<file path="src/rtl/reset_state_initializer_consts.vh">
// constants for the reset and wake-up state initializer: offsets, fields, reset values
// assumes a 32-bit AXI4-Lite register bus with byte addresses and an 8-bit address field
`ifndef RESET_STATE_INITIALIZER_CONSTS_VH
`define RESET_STATE_INITIALIZER_CONSTS_VH

// ----------------------------------------------------------------
// register byte offsets
// ----------------------------------------------------------------
`define OFS_CTRL 8'h00
`define OFS_CAUSE 8'h04
`define OFS_STACK_TOP 8'h08
`define OFS_STACK_PTR 8'h0C
`define OFS_WAKE_FLAGS 8'h10
`define OFS_IRQ_STATUS 8'h14
`define OFS_IRQ_MASK 8'h18
`define OFS_PORT_LATCH 8'h1C
`define OFS_PORT_DIR 8'h20
`define OFS_PORT_IN 8'h24

// ----------------------------------------------------------------
// field positions
// ----------------------------------------------------------------
`define CTRL_GIE_HIGH 0
`define CTRL_GIE_LOW 1
`define CTRL_STACK_RST_EN 2
`define CTRL_OSC_LO 4
`define CTRL_OSC_HI 5
`define CAUSE_BOR_N 0
`define CAUSE_POR_N 1
`define CAUSE_PD 2
`define CAUSE_TO 3
`define CAUSE_RI_N 4
`define CAUSE_STK_UNDER 8
`define CAUSE_STK_FULL 9
`define IRQ_POR 0
`define IRQ_BOR 1
`define IRQ_WARM 2
`define IRQ_WD_WAKE 3
`define IRQ_INT_WAKE 4
`define IRQ_STACK_ERR 5

// ----------------------------------------------------------------
// reset values, encodings, vectors
// ----------------------------------------------------------------
`define CTRL_STACK_RST_EN_RESET 1'b1
`define PORT_DIR_RESET 8'hFF
`define OSC_MODE_PINS_FREE 2'b10
`define PMODE_FULL 2'b00
`define PMODE_RUN 2'b01
`define PMODE_IDLE 2'b10
`define PMODE_SLEEP 2'b11
`define PC_RESET 21'h0_0000
`define VECTOR_HIGH 21'h0_0008
`define VECTOR_LOW 21'h0_0018
`define PC_STEP 21'h0_0002
`define RESP_OKAY 2'b00
`define RESP_DECERR 2'b11

`endif

</file>
<file path="src/rtl/port_high_mask.v">
// masks the two upper port bits when the oscillator mode claims their pins
// assumes a purely combinational use; the caller registers the result
`timescale 1ns/1ps
`default_nettype none

module port_high_mask (
	// value and enable
	input wire [7:0] rawValue,
	input wire pinsFree,
	// masked result
	output wire [7:0] maskedValue
);

	// disabled bits read as zero
	assign maskedValue = {rawValue[7:6] & {2{pinsFree}}, rawValue[5:0]};

endmodule

`default_nettype wire

</file>
<file path="src/rtl/reset_state_initializer.v">
// top of the reset and wake-up state initializer with its AXI4-Lite register slave
// assumes event inputs are one-cycle pulses synchronous to core_clk from the reset sources and core
//
// Implementation choices: the placing of the registers and the AXI4-Lite register port.
`timescale 1ns/1ps
`default_nettype none
`include "reset_state_initializer_consts.vh"

module reset_state_initializer (
	// clock and reset
	input wire core_clk,
	input wire sys_rst,
	// reset and wake events
	input wire porEvt,
	input wire borEvt,
	input wire clearEvt,
	input wire watchdogTimeout,
	input wire resetInstrEvt,
	input wire stackFullEvt,
	input wire stackUnderEvt,
	input wire irqWakeEvt,
	input wire irqHighPrio,
	input wire [2:0] irqSourceIdx,
	input wire [1:0] powerMode,
	input wire [20:0] pcIn,
	// first port pins
	input wire [7:0] portPins,
	// core-facing state
	output reg pcLoad_q,
	output reg [20:0] pcValue_q,
	output reg [20:0] stackTop_q,
	output reg [4:0] stackPtr_q,
	output reg [7:0] wakeFlagsOut_q,
	output reg [7:0] portLatchOut_q,
	output reg [7:0] portDirOut_q,
	output reg irq_q,
	// axi4-lite write channels
	input wire [7:0] awaddr,
	input wire awvalid,
	output reg awready,
	input wire [31:0] wdata,
	input wire [3:0] wstrb,
	input wire wvalid,
	output reg wready,
	output reg [1:0] bresp,
	output reg bvalid,
	input wire bready,
	// axi4-lite read channels
	input wire [7:0] araddr,
	input wire arvalid,
	output reg arready,
	output reg [31:0] rdata,
	output reg [1:0] rresp,
	output reg rvalid,
	input wire rready
);

	// ----------------------------------------------------------------
	// state
	// ----------------------------------------------------------------
	reg gieHigh_q;
	reg gieLow_q;
	reg stackRstEn_q;
	reg [1:0] oscMode_q;
	reg riN_q;
	reg timeout_q;
	reg powerDown_q;
	reg porN_q;
	reg borN_q;
	reg stackFull_q;
	reg stackUnder_q;
	reg [7:0] portLatch_q;
	reg [7:0] portDir_q;
	reg [7:0] portIn_q;
	reg [5:0] irqMask_q;
	reg awHeld_q;
	reg wHeld_q;
	reg [7:0] wrAddr_q;
	reg [31:0] wrData_q;
	reg [3:0] wrStrb_q;
	wire [5:0] irqStatus;
	wire [7:0] wakeFlags;
	wire [7:0] latchMasked;
	wire [7:0] dirMasked;
	wire [7:0] pinsMasked;
	wire pinsFree;

	// ----------------------------------------------------------------
	// event classification
	// ----------------------------------------------------------------
	wire sleepy = (powerMode == `PMODE_IDLE) || (powerMode == `PMODE_SLEEP);
	wire stackFullRst = stackFullEvt & stackRstEn_q;
	wire stackUnderRst = stackUnderEvt & stackRstEn_q;
	wire watchdogRst = watchdogTimeout & ~sleepy;
	wire watchdogWake = watchdogTimeout & sleepy;
	// all warm sources fold into one class sharing one init set
	wire warmEvt = clearEvt | watchdogRst | resetInstrEvt | stackFullRst | stackUnderRst;
	wire anyReset = porEvt | borEvt | warmEvt;
	wire intWake = irqWakeEvt & ~anyReset;
	wire wdWake = watchdogWake & ~anyReset;
	wire takeVector = intWake & (gieHigh_q | gieLow_q);
	wire stackErrOnly = (stackFullEvt | stackUnderEvt) & ~stackRstEn_q;

	// ----------------------------------------------------------------
	// bus write decode
	// ----------------------------------------------------------------
	wire wrEn = awHeld_q & wHeld_q & ~bvalid;
	wire [31:0] strbMask = {{8{wrStrb_q[3]}}, {8{wrStrb_q[2]}}, {8{wrStrb_q[1]}}, {8{wrStrb_q[0]}}};
	wire [31:0] wrBits = wrData_q & strbMask;
	wire wrCtrl = wrEn && (wrAddr_q == `OFS_CTRL);
	wire wrCause = wrEn && (wrAddr_q == `OFS_CAUSE);
	wire wrWake = wrEn && (wrAddr_q == `OFS_WAKE_FLAGS);
	wire wrIrqStat = wrEn && (wrAddr_q == `OFS_IRQ_STATUS);
	wire wrIrqMask = wrEn && (wrAddr_q == `OFS_IRQ_MASK);
	wire wrLatch = wrEn && (wrAddr_q == `OFS_PORT_LATCH);
	wire wrDir = wrEn && (wrAddr_q == `OFS_PORT_DIR);
	reg wrMapped;

	// write address check; read-only offsets accept and ignore
	always @* begin
		if (wrAddr_q == `OFS_CTRL || wrAddr_q == `OFS_CAUSE || wrAddr_q == `OFS_STACK_TOP) begin
			wrMapped = 1'b1;
		end else if (wrAddr_q == `OFS_STACK_PTR || wrAddr_q == `OFS_WAKE_FLAGS) begin
			wrMapped = 1'b1;
		end else if (wrAddr_q == `OFS_IRQ_STATUS || wrAddr_q == `OFS_IRQ_MASK) begin
			wrMapped = 1'b1;
		end else if (wrAddr_q == `OFS_PORT_LATCH || wrAddr_q == `OFS_PORT_DIR || wrAddr_q == `OFS_PORT_IN) begin
			wrMapped = 1'b1;
		end else begin
			wrMapped = 1'b0;
		end
	end

	// ----------------------------------------------------------------
	// flag banks and port masking
	// ----------------------------------------------------------------
	wire [5:0] irqSet = {stackErrOnly | stackFullRst | stackUnderRst, intWake, wdWake, warmEvt & ~porEvt & ~borEvt,
		borEvt & ~porEvt, porEvt};
	wire [7:0] wakeSet = intWake ? (8'h01 << irqSourceIdx) : 8'h00;
	// any reset wipes the wake flags; a wake in the same cycle cannot occur
	wire [7:0] wakeClr = (wrWake ? wrBits[7:0] : 8'h00) | (anyReset ? 8'hFF : 8'h00);

	sticky_flags #(.WIDTH(6)) irqFlags (
		.core_clk(core_clk),
		.sys_rst(sys_rst),
		.setBits(irqSet),
		.clrBits(wrIrqStat ? wrBits[5:0] : 6'h00),
		.flags_q(irqStatus)
	);

	sticky_flags #(.WIDTH(8)) wakeFlagBank (
		.core_clk(core_clk),
		.sys_rst(sys_rst),
		.setBits(wakeSet),
		.clrBits(wakeClr),
		.flags_q(wakeFlags)
	);

	assign pinsFree = (oscMode_q == `OSC_MODE_PINS_FREE);

	port_high_mask latchMask (
		.rawValue(portLatch_q),
		.pinsFree(pinsFree),
		.maskedValue(latchMasked)
	);

	port_high_mask dirMask (
		.rawValue(portDir_q),
		.pinsFree(pinsFree),
		.maskedValue(dirMasked)
	);

	port_high_mask pinMask (
		.rawValue(portPins),
		.pinsFree(pinsFree),
		.maskedValue(pinsMasked)
	);

	// ----------------------------------------------------------------
	// reset and wake sequencing
	// ----------------------------------------------------------------
	// software writes come first so a hardware event in the same cycle wins
	always @(posedge core_clk) begin
		if (sys_rst) begin
			pcLoad_q <= 1'b0;
			pcValue_q <= `PC_RESET;
			stackTop_q <= 21'h0_0000;
			stackPtr_q <= 5'h00;
			gieHigh_q <= 1'b0;
			gieLow_q <= 1'b0;
			stackRstEn_q <= `CTRL_STACK_RST_EN_RESET;
			oscMode_q <= 2'b00;
			riN_q <= 1'b1;
			timeout_q <= 1'b1;
			powerDown_q <= 1'b1;
			porN_q <= 1'b0;
			borN_q <= 1'b0;
			stackFull_q <= 1'b0;
			stackUnder_q <= 1'b0;
			portLatch_q <= 8'h00;
			portDir_q <= `PORT_DIR_RESET;
			irqMask_q <= 6'h00;
		end else begin
			pcLoad_q <= 1'b0;
			if (wrCtrl) begin
				if (wrStrb_q[0]) begin
					gieHigh_q <= wrData_q[`CTRL_GIE_HIGH];
					gieLow_q <= wrData_q[`CTRL_GIE_LOW];
					stackRstEn_q <= wrData_q[`CTRL_STACK_RST_EN];
					oscMode_q <= wrData_q[`CTRL_OSC_HI:`CTRL_OSC_LO];
				end
			end
			// firmware rearms the cause bits; timeout and power-down are hardware only
			if (wrCause) begin
				if (wrStrb_q[0]) begin
					borN_q <= wrData_q[`CAUSE_BOR_N];
					porN_q <= wrData_q[`CAUSE_POR_N];
					riN_q <= wrData_q[`CAUSE_RI_N];
				end
				if (wrStrb_q[1]) begin
					stackUnder_q <= wrData_q[`CAUSE_STK_UNDER];
					stackFull_q <= wrData_q[`CAUSE_STK_FULL];
				end
			end
			if (wrIrqMask && wrStrb_q[0]) begin
				irqMask_q <= wrData_q[5:0];
			end
			if (wrLatch && wrStrb_q[0]) begin
				portLatch_q <= wrData_q[7:0];
			end
			if (wrDir && wrStrb_q[0]) begin
				portDir_q <= wrData_q[7:0];
			end
			// a stack error with resets disabled only records itself
			if (stackErrOnly) begin
				if (stackFullEvt) begin
					stackFull_q <= 1'b1;
				end
				if (stackUnderEvt) begin
					stackUnder_q <= 1'b1;
				end
			end
			// bits not named in each branch keep their value
			if (porEvt) begin
				pcLoad_q <= 1'b1;
				pcValue_q <= `PC_RESET;
				stackTop_q <= 21'h0_0000;
				stackPtr_q <= 5'h00;
				gieHigh_q <= 1'b0;
				gieLow_q <= 1'b0;
				riN_q <= 1'b1;
				timeout_q <= 1'b1;
				powerDown_q <= 1'b1;
				porN_q <= 1'b0;
				borN_q <= 1'b0;
				stackFull_q <= 1'b0;
				stackUnder_q <= 1'b0;
			end else if (borEvt) begin
				pcLoad_q <= 1'b1;
				pcValue_q <= `PC_RESET;
				stackTop_q <= 21'h0_0000;
				stackPtr_q <= 5'h00;
				gieHigh_q <= 1'b0;
				gieLow_q <= 1'b0;
				riN_q <= 1'b1;
				timeout_q <= 1'b1;
				powerDown_q <= 1'b1;
				borN_q <= 1'b0;
			end else if (warmEvt) begin
				// one shared init set, then per-source cause bits
				pcLoad_q <= 1'b1;
				pcValue_q <= `PC_RESET;
				stackTop_q <= 21'h0_0000;
				stackPtr_q <= 5'h00;
				gieHigh_q <= 1'b0;
				gieLow_q <= 1'b0;
				stackFull_q <= 1'b0;
				stackUnder_q <= 1'b0;
				if (resetInstrEvt) begin
					riN_q <= 1'b0;
				end
				if (clearEvt && powerMode != `PMODE_FULL) begin
					timeout_q <= 1'b1;
				end
				if (clearEvt && sleepy) begin
					powerDown_q <= 1'b0;
				end
				if (watchdogRst) begin
					timeout_q <= 1'b0;
				end
				if (stackFullRst) begin
					stackFull_q <= 1'b1;
				end
				if (stackUnderRst) begin
					stackUnder_q <= 1'b1;
				end
			end else if (intWake || wdWake) begin
				pcLoad_q <= 1'b1;
				powerDown_q <= 1'b0;
				if (wdWake) begin
					timeout_q <= 1'b0;
				end
				if (takeVector) begin
					stackTop_q <= pcIn;
					stackPtr_q <= stackPtr_q + 5'h01;
					pcValue_q <= irqHighPrio ? `VECTOR_HIGH : `VECTOR_LOW;
				end else begin
					pcValue_q <= pcIn + `PC_STEP;
				end
			end
		end
	end

	// ----------------------------------------------------------------
	// registered outputs
	// ----------------------------------------------------------------
	// all visible port state passes through the mask before leaving
	always @(posedge core_clk) begin
		if (sys_rst) begin
			wakeFlagsOut_q <= 8'h00;
			portLatchOut_q <= 8'h00;
			portDirOut_q <= 8'h00;
			portIn_q <= 8'h00;
			irq_q <= 1'b0;
		end else begin
			wakeFlagsOut_q <= wakeFlags;
			portLatchOut_q <= latchMasked;
			portDirOut_q <= dirMasked;
			portIn_q <= pinsMasked;
			irq_q <= |(irqStatus & irqMask_q);
		end
	end

	// ----------------------------------------------------------------
	// axi4-lite write channel
	// ----------------------------------------------------------------
	// address and data are captured independently, then retired together
	always @(posedge core_clk) begin
		if (sys_rst) begin
			awready <= 1'b1;
			wready <= 1'b1;
			awHeld_q <= 1'b0;
			wHeld_q <= 1'b0;
			wrAddr_q <= 8'h00;
			wrData_q <= 32'h0000_0000;
			wrStrb_q <= 4'h0;
			bvalid <= 1'b0;
			bresp <= `RESP_OKAY;
		end else begin
			if (awready && awvalid) begin
				awready <= 1'b0;
				awHeld_q <= 1'b1;
				wrAddr_q <= {awaddr[7:2], 2'b00};
			end
			if (wready && wvalid) begin
				wready <= 1'b0;
				wHeld_q <= 1'b1;
				wrData_q <= wdata;
				wrStrb_q <= wstrb;
			end
			if (wrEn) begin
				awHeld_q <= 1'b0;
				wHeld_q <= 1'b0;
				bvalid <= 1'b1;
				bresp <= wrMapped ? `RESP_OKAY : `RESP_DECERR;
			end
			if (bvalid && bready) begin
				bvalid <= 1'b0;
				awready <= 1'b1;
				wready <= 1'b1;
			end
		end
	end

	// ----------------------------------------------------------------
	// axi4-lite read channel
	// ----------------------------------------------------------------
	reg [31:0] rdMux;
	reg rdMapped;
	wire [7:0] rdAddr = {araddr[7:2], 2'b00};

	// read data select
	always @* begin
		rdMux = 32'h0000_0000;
		rdMapped = 1'b1;
		if (rdAddr == `OFS_CTRL) begin
			rdMux = {26'h000_0000, oscMode_q, 1'b0, stackRstEn_q, gieLow_q, gieHigh_q};
		end else if (rdAddr == `OFS_CAUSE) begin
			rdMux = {22'h00_0000, stackFull_q, stackUnder_q, 3'b000, riN_q, timeout_q, powerDown_q, porN_q, borN_q};
		end else if (rdAddr == `OFS_STACK_TOP) begin
			rdMux = {11'h000, stackTop_q};
		end else if (rdAddr == `OFS_STACK_PTR) begin
			rdMux = {27'h000_0000, stackPtr_q};
		end else if (rdAddr == `OFS_WAKE_FLAGS) begin
			rdMux = {24'h00_0000, wakeFlags};
		end else if (rdAddr == `OFS_IRQ_STATUS) begin
			rdMux = {26'h000_0000, irqStatus};
		end else if (rdAddr == `OFS_IRQ_MASK) begin
			rdMux = {26'h000_0000, irqMask_q};
		end else if (rdAddr == `OFS_PORT_LATCH) begin
			rdMux = {24'h00_0000, latchMasked};
		end else if (rdAddr == `OFS_PORT_DIR) begin
			rdMux = {24'h00_0000, dirMasked};
		end else if (rdAddr == `OFS_PORT_IN) begin
			rdMux = {24'h00_0000, portIn_q};
		end else begin
			rdMapped = 1'b0;
		end
	end

	// one read in flight; data frozen until rready
	always @(posedge core_clk) begin
		if (sys_rst) begin
			arready <= 1'b1;
			rvalid <= 1'b0;
			rdata <= 32'h0000_0000;
			rresp <= `RESP_OKAY;
		end else begin
			if (arready && arvalid) begin
				arready <= 1'b0;
				rvalid <= 1'b1;
				rdata <= rdMux;
				rresp <= rdMapped ? `RESP_OKAY : `RESP_DECERR;
			end
			if (rvalid && rready) begin
				rvalid <= 1'b0;
				arready <= 1'b1;
			end
		end
	end

endmodule

`default_nettype wire

</file>
<file path="src/rtl/sticky_flags.v">
// parameterised set-wins sticky flag bank
// assumes set and clear vectors are one-cycle pulses on core_clk
`timescale 1ns/1ps
`default_nettype none

module sticky_flags #(
	parameter WIDTH = 8
) (
	// clock and reset
	input wire core_clk,
	input wire sys_rst,
	// set and clear vectors
	input wire [WIDTH-1:0] setBits,
	input wire [WIDTH-1:0] clrBits,
	// flag state
	output reg [WIDTH-1:0] flags_q
);

	// set wins over a clear in the same cycle, so no event is lost
	always @(posedge core_clk) begin
		if (sys_rst) begin
			flags_q <= {WIDTH{1'b0}};
		end else begin
			flags_q <= (flags_q & ~clrBits) | setBits;
		end
	end

endmodule

`default_nettype wire
</file>
<file path="config.mk">
export PLATFORM = sky130hd
export DESIGN_NAME = reset_state_initializer
export DESIGN_NICKNAME = d
export VERILOG_FILES = /design/src/rtl/port_high_mask.v /design/src/rtl/reset_state_initializer.v /design/src/rtl/sticky_flags.v
export VERILOG_INCLUDE_DIRS = /design/src /design/src/rtl
export SDC_FILE = /design/constraint.sdc
export NUM_CORES = 1
export LEC_CHECK = 0
export BUFFER_PORTS_ARGS = -buffer_cell sky130_fd_sc_hd__buf_2
export CAP_MARGIN = 10
export CELL_PAD_IN_SITES_DETAIL_PLACEMENT = 1
export CELL_PAD_IN_SITES_GLOBAL_PLACEMENT = 1
export CORE_UTILIZATION = 34
export CTS_CLUSTER_SIZE = 16
export DETAILED_ROUTE_END_ITERATION = 16
export GPL_TIMING_DRIVEN = 0
export HOLD_SLACK_MARGIN = 0.1
export PLACE_DENSITY_LB_ADDON = 0.1
export SETUP_SLACK_MARGIN = 0.5
export SYNTH_ARGS = -nofsm -noshare
export SYNTH_HDL_FRONTEND = slang
export SYNTH_SLANG_ARGS = --single-unit
</file>
<file path="constraint.sdc">
create_clock -name core_clk -period 1.9 [get_ports core_clk]
set_input_delay 0.285 -clock core_clk [delete_from_list [all_inputs] [get_ports core_clk]]
set_output_delay 0.285 -clock core_clk [all_outputs]
set_load 0.03 [all_outputs]
</file>
=== Word level (Yosys, flattened, before mapping) ===
Index checks and enable logic that the tools add are counted.

* Register bits after elaboration: 190
* Input bits: 102
* Output and inout port bits: 114
* Logic and storage cells: 209

* Add/sub/neg operators: 2
* Equality and inequality tests: 23
* Shifts and indexed selects: 1
* Mux-type cells: 62
* Bitwise logic cells: 41
* Reduce and logical (&&, ||, !) cells: 42

{| class="wikitable"
|+ Operators with widths
! kind !! count
|-
| $mux 21 || 4
|-
| $mux 8 || 10
|-
| $eq 6x3->1 const B || 8
|-
| $mux 1 || 44
|-
| $eq 6x2->1 const B || 4
|-
| $eq 6x4->1 const B || 4
|-
| $add 21x2->21 const B || 1
|-
| $logic_and 1x1->1 || 17
|-
| $and 8x8->8 || 2
|-
| $logic_not 8->1 || 2
|-
| $or 8x8->8 || 2
|-
| $and 1x1->1 || 13
|-
| $and 6x6->6 || 2
|-
| $eq 6x1->1 const B || 2
|-
| $or 1x1->1 || 10
|-
| $logic_or 1x1->1 || 8
|-
| $not 8->8 || 1
|-
| $reduce_and 2->1 || 4
|-
| $reduce_or 2->1 || 4
|-
| $shl 1x3->8 const A || 1
|-
| $and 2x2->2 || 3
|-
| $eq 2x2->1 const B || 3
|-
| $mux 6 || 1
|-
| $not 1->1 || 6
|-
| 12 further kinds || 15
|}

=== Longest topological paths before layout ===
* Word-level depth: 16
* Depth in mapped cells: 7
* Depth with buffers taken out: 6

=== Cells and area by module ===
A second synthesis with hierarchy kept.

* Cells, all modules: 903
* Area, all modules: 7781.2 µm²

{| class="wikitable"
|+ By module, submodules not included
! module !! times used !! cells an instance !! area each (µm²) !! seq. area each (µm²)
|-
| reset_state_initializer || 1 || 822 || 6971.7 || 3263.1
|-
| sticky_flags (wakeFlagBank) || 1 || 33 || 381.6 || 160.2
|-
| sticky_flags (irqFlags) || 1 || 24 || 255.2 || 120.1
|-
| port_high_mask || 3 || 8 || 57.6 || 0.0
|}

=== Least setup slack after synthesis ===
Ideal clock, no wire load.

* Kind: reg-to-reg
* Start: reg bvalid
* End: reg portDir_q[7]
* Setup time: 0.120 ns
* Arrival time: 1.829 ns
* Data required time: 1.780 ns
* Setup slack: -0.048 ns
* Cell stages (with the launch flop): 6
* Buffers on the path: 1
* Clock period less this slack: 1.948 ns
* Cell sequence: dfxtp_1 > nand3b_2 > nor3_2 > nand4b_1 > buf_2 > a211o_1

* Word-level cells in the longest chain between the ends: 4

{| class="wikitable"
|+ RTL lines
! item !! line !! RTL
|-
| start: declaration || reset_state_initializer.v:46 || <nowiki>output reg bvalid,</nowiki>
|-
| start signal: assignment || reset_state_initializer.v:347 || <nowiki>bvalid <= 1'b0;</nowiki>
|-
| start signal: assignment || reset_state_initializer.v:364 || <nowiki>bvalid <= 1'b1;</nowiki>
|-
| start signal: assignment || reset_state_initializer.v:368 || <nowiki>bvalid <= 1'b0;</nowiki>
|-
| $not 1->1 || reset_state_initializer.v:107 || <nowiki>wire wrEn = awHeld_q & wHeld_q & ~bvalid;</nowiki>
|-
| $and 1x1->1 || reset_state_initializer.v:107 ||
|-
| $logic_and 1x1->1 || reset_state_initializer.v:116 || <nowiki>wire wrDir = wrEn && (wrAddr_q == `OFS_PORT_DIR);</nowiki>
|-
| $logic_and 1x1->1 || reset_state_initializer.v:231 || <nowiki>if (wrDir && wrStrb_q[0]) begin</nowiki>
|-
| end signal: assignment || reset_state_initializer.v:201 || <nowiki>portDir_q <= `PORT_DIR_RESET;</nowiki>
|-
| end signal: assignment || reset_state_initializer.v:232 || <nowiki>portDir_q <= wrData_q[7:0];</nowiki>
|-
| end: declaration || reset_state_initializer.v:73 || <nowiki>reg [7:0] portDir_q;</nowiki>
|}

Every way passes these cells.
A chain may end at the register's enable or synchronous reset.

=== Worst setup path in the final report ===
* Start: reg wrAddr_q[7]
* End: reg irqFlags.flags_q[3]

* Word-level cells in the longest chain between the ends: 6

{| class="wikitable"
|+ RTL lines
! item !! line !! RTL
|-
| start: declaration || reset_state_initializer.v:78 || <nowiki>reg [7:0] wrAddr_q;</nowiki>
|-
| start signal: assignment || reset_state_initializer.v:353 || <nowiki>wrAddr_q <= {awaddr[7:2], 2'b00};</nowiki>
|-
| $eq 6x3->1 (no source line) || - ||
|-
| $logic_and 1x1->1 || reset_state_initializer.v:113 || <nowiki>wire wrIrqStat = wrEn && (wrAddr_q == `OFS_IRQ_STATUS);</nowiki>
|-
| $mux 6 || reset_state_initializer.v:147 || <nowiki>.clrBits(wrIrqStat ? wrBits[5:0] : 6'h00),</nowiki>
|-
| $not 6->6 || sticky_flags.v:24 || <nowiki>flags_q <= (flags_q & ~clrBits) | setBits;</nowiki>
|-
| $and 6x6->6 || sticky_flags.v:24 ||
|-
| $or 6x6->6 || sticky_flags.v:24 ||
|-
| end signal: assignment || sticky_flags.v:22 || <nowiki>flags_q <= {WIDTH{1'b0}};</nowiki>
|-
| end signal: assignment || sticky_flags.v:24 ||
|-
| end: declaration || sticky_flags.v:16 || <nowiki>output reg [WIDTH-1:0] flags_q</nowiki>
|}

Every way passes these cells.

==> key figures <==
GRT
  – Vias in the first global route: 7,387
  – Total global-route track usage: 25.1%
  – Pin count of the biggest net entering global routing: 17
  – GRT Residual Overflow: 0
  – First-pass GRT wire length: 42,400 um
  – Initial antenna violation count: 0

Synthesis
  – Register bit total from synthesis: 177
  – Post-synthesis cell area: 7470 um2
  – Ys Warns: 0
  – Synthesized area per cell: 8.71 um2
  – Number of synthesized flops with an enable pin: 0
  – Area fraction of the dominant cell type after synthesis: 47.4%
  – Top_reg_cell synth: dfxtp_1
  – Synth area leaders: dfxtp_1 (47%), nand2_1 (6.7%), a21oi_1 (5.2%)
  – Syn Inst Count: 858
  – Seq/Total Area, Yosys: 47.4%
  – Post-synth top area cell: dfxtp_1
  – Post-synth cell types: 66
  – Asr flop ratio synth: 0%

Power
  – Total power: 8.62 mW
  – Flop pwr share: 44.7%
  – Switching component of the power: 2.22 mW
  – Comb power frac: 10.4%
  – Int Pwr: 6.40 mW
  – Pleak: 4.65 nW
  – PD cells: 759 nW/um2
  – Maximum vdd ir drop: 0.530 mV
  – Switching portion of total power: 25.8%
  – Clk pwr share: 44.9%

Setup path
  – Reg-to-reg slack, setup: 0.12 ns
  – R2R depth: 7
  – Worst Path Required: 2.21 ns
  – Worst EP arrival: 2.09 ns
  – FF-to-FF End: irqFlags.flags_q[3]
  – Worst R2R Start: wrAddr_q[7]
  – Crit path launch type: flop
  – Crit-path max FO: 4
  – Crit. End Element: flop
  – WS Path Type: flop to flop

Timing
  – Crit path time final: 1.78 ns
  – Final Hold Viols: 0
  – Final Slew Violations: 0
  – Worst Skew: 0.0107 ns
  – # setup viols final: 0
  – Slew HR: 50.9%
  – Worst Tran Pin Value: 0.737 ns
  – PnR worst setup slack: 0.121 ns
  – Unrepaired setup endpoints after global routing: true
  – Setup_tns: 0 ns
  – F_max: 562 MHz
  – Final period util: 93.6%

Layout
  – Finished Cell Area: 11,400 um2
  – Fin util: 53.3%
  – Share of layout cells above drive strength 1: 42.6%
  – Ant diodes: 0
  – Area growth syn-to-layout: 51.9%
  – Most frequent cells in the layout: buf_2 (166), dfxtp_1 (153), nand2_1 (90)
  – Filler Cells Inserted: 2,450
  – Fin nets: 1,253
  – Commonest non-fill, non-tap cell in the layout: buf_2

Floorplan
  – Chip Height: 150 um
  – Core box area: 21,300 um2
  – Ports: 216
  – DIE AREA: 22,600 um2
  – Starting density of the core: 35.1%
  – Die Wd: 150 um
  – # rows: 53

Hold path
  – Worst Hold Launch: wdata[6]
  – HP Class: primary input to flop
  – Hold Path Cell Cnt: 3
  – Worst Hold End: wrData_q[6]

Place
  – Worst slack at placement: -0.562 ns
  – IO Port Bufs: 175
  – DP Area: 8910 um2
  – Routability cong.: 0.923
  – Final HPWL DP: 20,200 um

CTS
  – CTS tree: done
  – Clk slew on worst S/H paths: 0.07 ns
  – Num CTS Buffers: 17
  – Sink Count: 177
  – Max clock buf depth: 2
  – Clock Tree Root: clkbuf_16
  – H-tree Lvls: 4
  – Clk Latency, worst-skew pair: 0.44 ns

Route
  – Initial DRC count: 493
  – DRC Markers: 0
  – First drt pass iteration count: 4
  – Routed Wire Length: 29,300 um
  – Vias: 7,624
  – Routed Antenna Nets: 0
  – Vias/cell: 5.31
  – WL per Instance: 20.4 um

Status
  – Outcome: finished, final reports clean

Job
  – # Max-Cap Violations: 0
==> Yosys cell counts, types with 3 or more instances <==
library cell	number
a211o_1	9
a21oi_1	77
a221oi_1	9
a22oi_1	19
a311oi_1	3
a32o_1	3
a32oi_1	4
and2_1	10
and3_1	5
buf_1	7
buf_2	8
buf_4	13
clkbuf_1	32
dfxtp_1	177
inv_1	20
mux2_2	3
mux2i_1	27
nand2_1	133
nand2b_1	9
nand3_1	39
nand3b_1	3
nand4_1	7
nor2_1	74
nor2b_1	33
nor3_1	14
nor3_2	4
nor3_4	3
nor3b_1	4
nor4_1	10
nor4b_1	3
o21ai_0	17
o2bb2ai_1	11
o31ai_1	6
xnor2_1	17
xor2_1	5
==> registers in the layout (all words and copies together), names as in the netlist, 8 cells and up <==
| register | cells |
|---|---|
| portLatchOut_q | 8 |
| portLatch_q | 8 |
| portDirOut_q | 8 |
| wakeFlagBank.flags_q | 8 |
| stackTop_q | 21 |
| wrData_q | 10 |
| rdata | 21 |
| portIn_q | 8 |
| wakeFlagsOut_q | 8 |
| pcValue_q | 21 |
| portDir_q | 8 |
==> cell type report <==
cell class | count | area, um2 | area share [%]
sequential | 177 | 3580 | 31.5
timing repair buffer | 262 | 1820 | 16.0
buffer | 60 | 468 | 4.12
inverter | 20 | 75.1 | 0.661
tap | 275 | 344 | 3.03
clock buffer | 19 | 443 | 3.90
multi-input combinational | 611 | 4430 | 39.0
clock inverter | 13 | 195 | 1.72
==> metrics by stage <==
stage / cells / hold WS, ns
detailed placement: 1318 / 0.444
finish: 1437 / 0.103
floorplan: 868 / 0.364
global placement: 1318 / 0.437
CTS: 1415 / 0.101
global route: 1437 / 0.114
==> power by group through the flow <==
stage | Clock, mW | Sequential [mW] | Combinational, mW
floorplan | 0 | 3.96 | 0.377
global placement | 0 | 3.93 | 0.715
detailed placement | 0 | 3.93 | 0.718
CTS | 3.94 | 3.84 | 0.823
global route | 4.08 | 3.86 | 0.958
finish | 3.87 | 3.85 | 0.897
==> cell families after synthesis <==
logic type / Yosys count / share of synthesized area (%)
AOI/OAI and AO/OA: 179 / 15.9
buffers and inverters: 80 / 4.80
other: 1 / 0.0502
xor gates and xnor gates: 22 / 2.58
and+or+nand+nor: 366 / 24.5
adders and majority gates: 2 / 0.335
DFF: 177 / 47.4
muxes: 31 / 4.37
==> critical path, cell delays in order, from the launching register on <==
cell and delay [ns]:
dfxtp_2 0.32, or4b_4 0.53, buf_8 0.16, nor3_4 0.25, buf_6 0.15, nand2_2 0.04
a32oi_1 0.15, nor2_1 0.05
==> per-layer routing <==
metal  wire length, um  part of all wire (%)  track usage [%]
met5                 0                     0                0
met4               678                   2.3             7.98
met3              1730                   5.9             4.70
met2             13800                    47             40.7
met1             13200                    45             33.6
==> worst max-delay path by stage <==
stage	startpoint	to	cells past startpoint
2_1_floorplan	araddr[4]	rdata[6]	5
3_3_place_gp	sys_rst	irqMask_q[2]	5
3_5_place_dp	sys_rst	irqMask_q[1]	5
4_1_cts	wrAddr_q[7]	irqMask_q[5]	6
5_1_grt	wrAddr_q[7]	irqFlags.flags_q[3]	7
6_report	wrAddr_q[7]	irqFlags.flags_q[3]	7
==> repair_timing <==
action / 4_1_cts / 5_1_grt
buffers inserted: 34 / 20
setup endpoints to repair: 149 / 118
cloned: 4 / 2
hold endpoints to repair: 26 / 0
hold buffers: 27 / 0
resized for setup: 117 / 177
pin swaps: 30 / 75
Note: power is estimated with default switching activity, not from simulation.
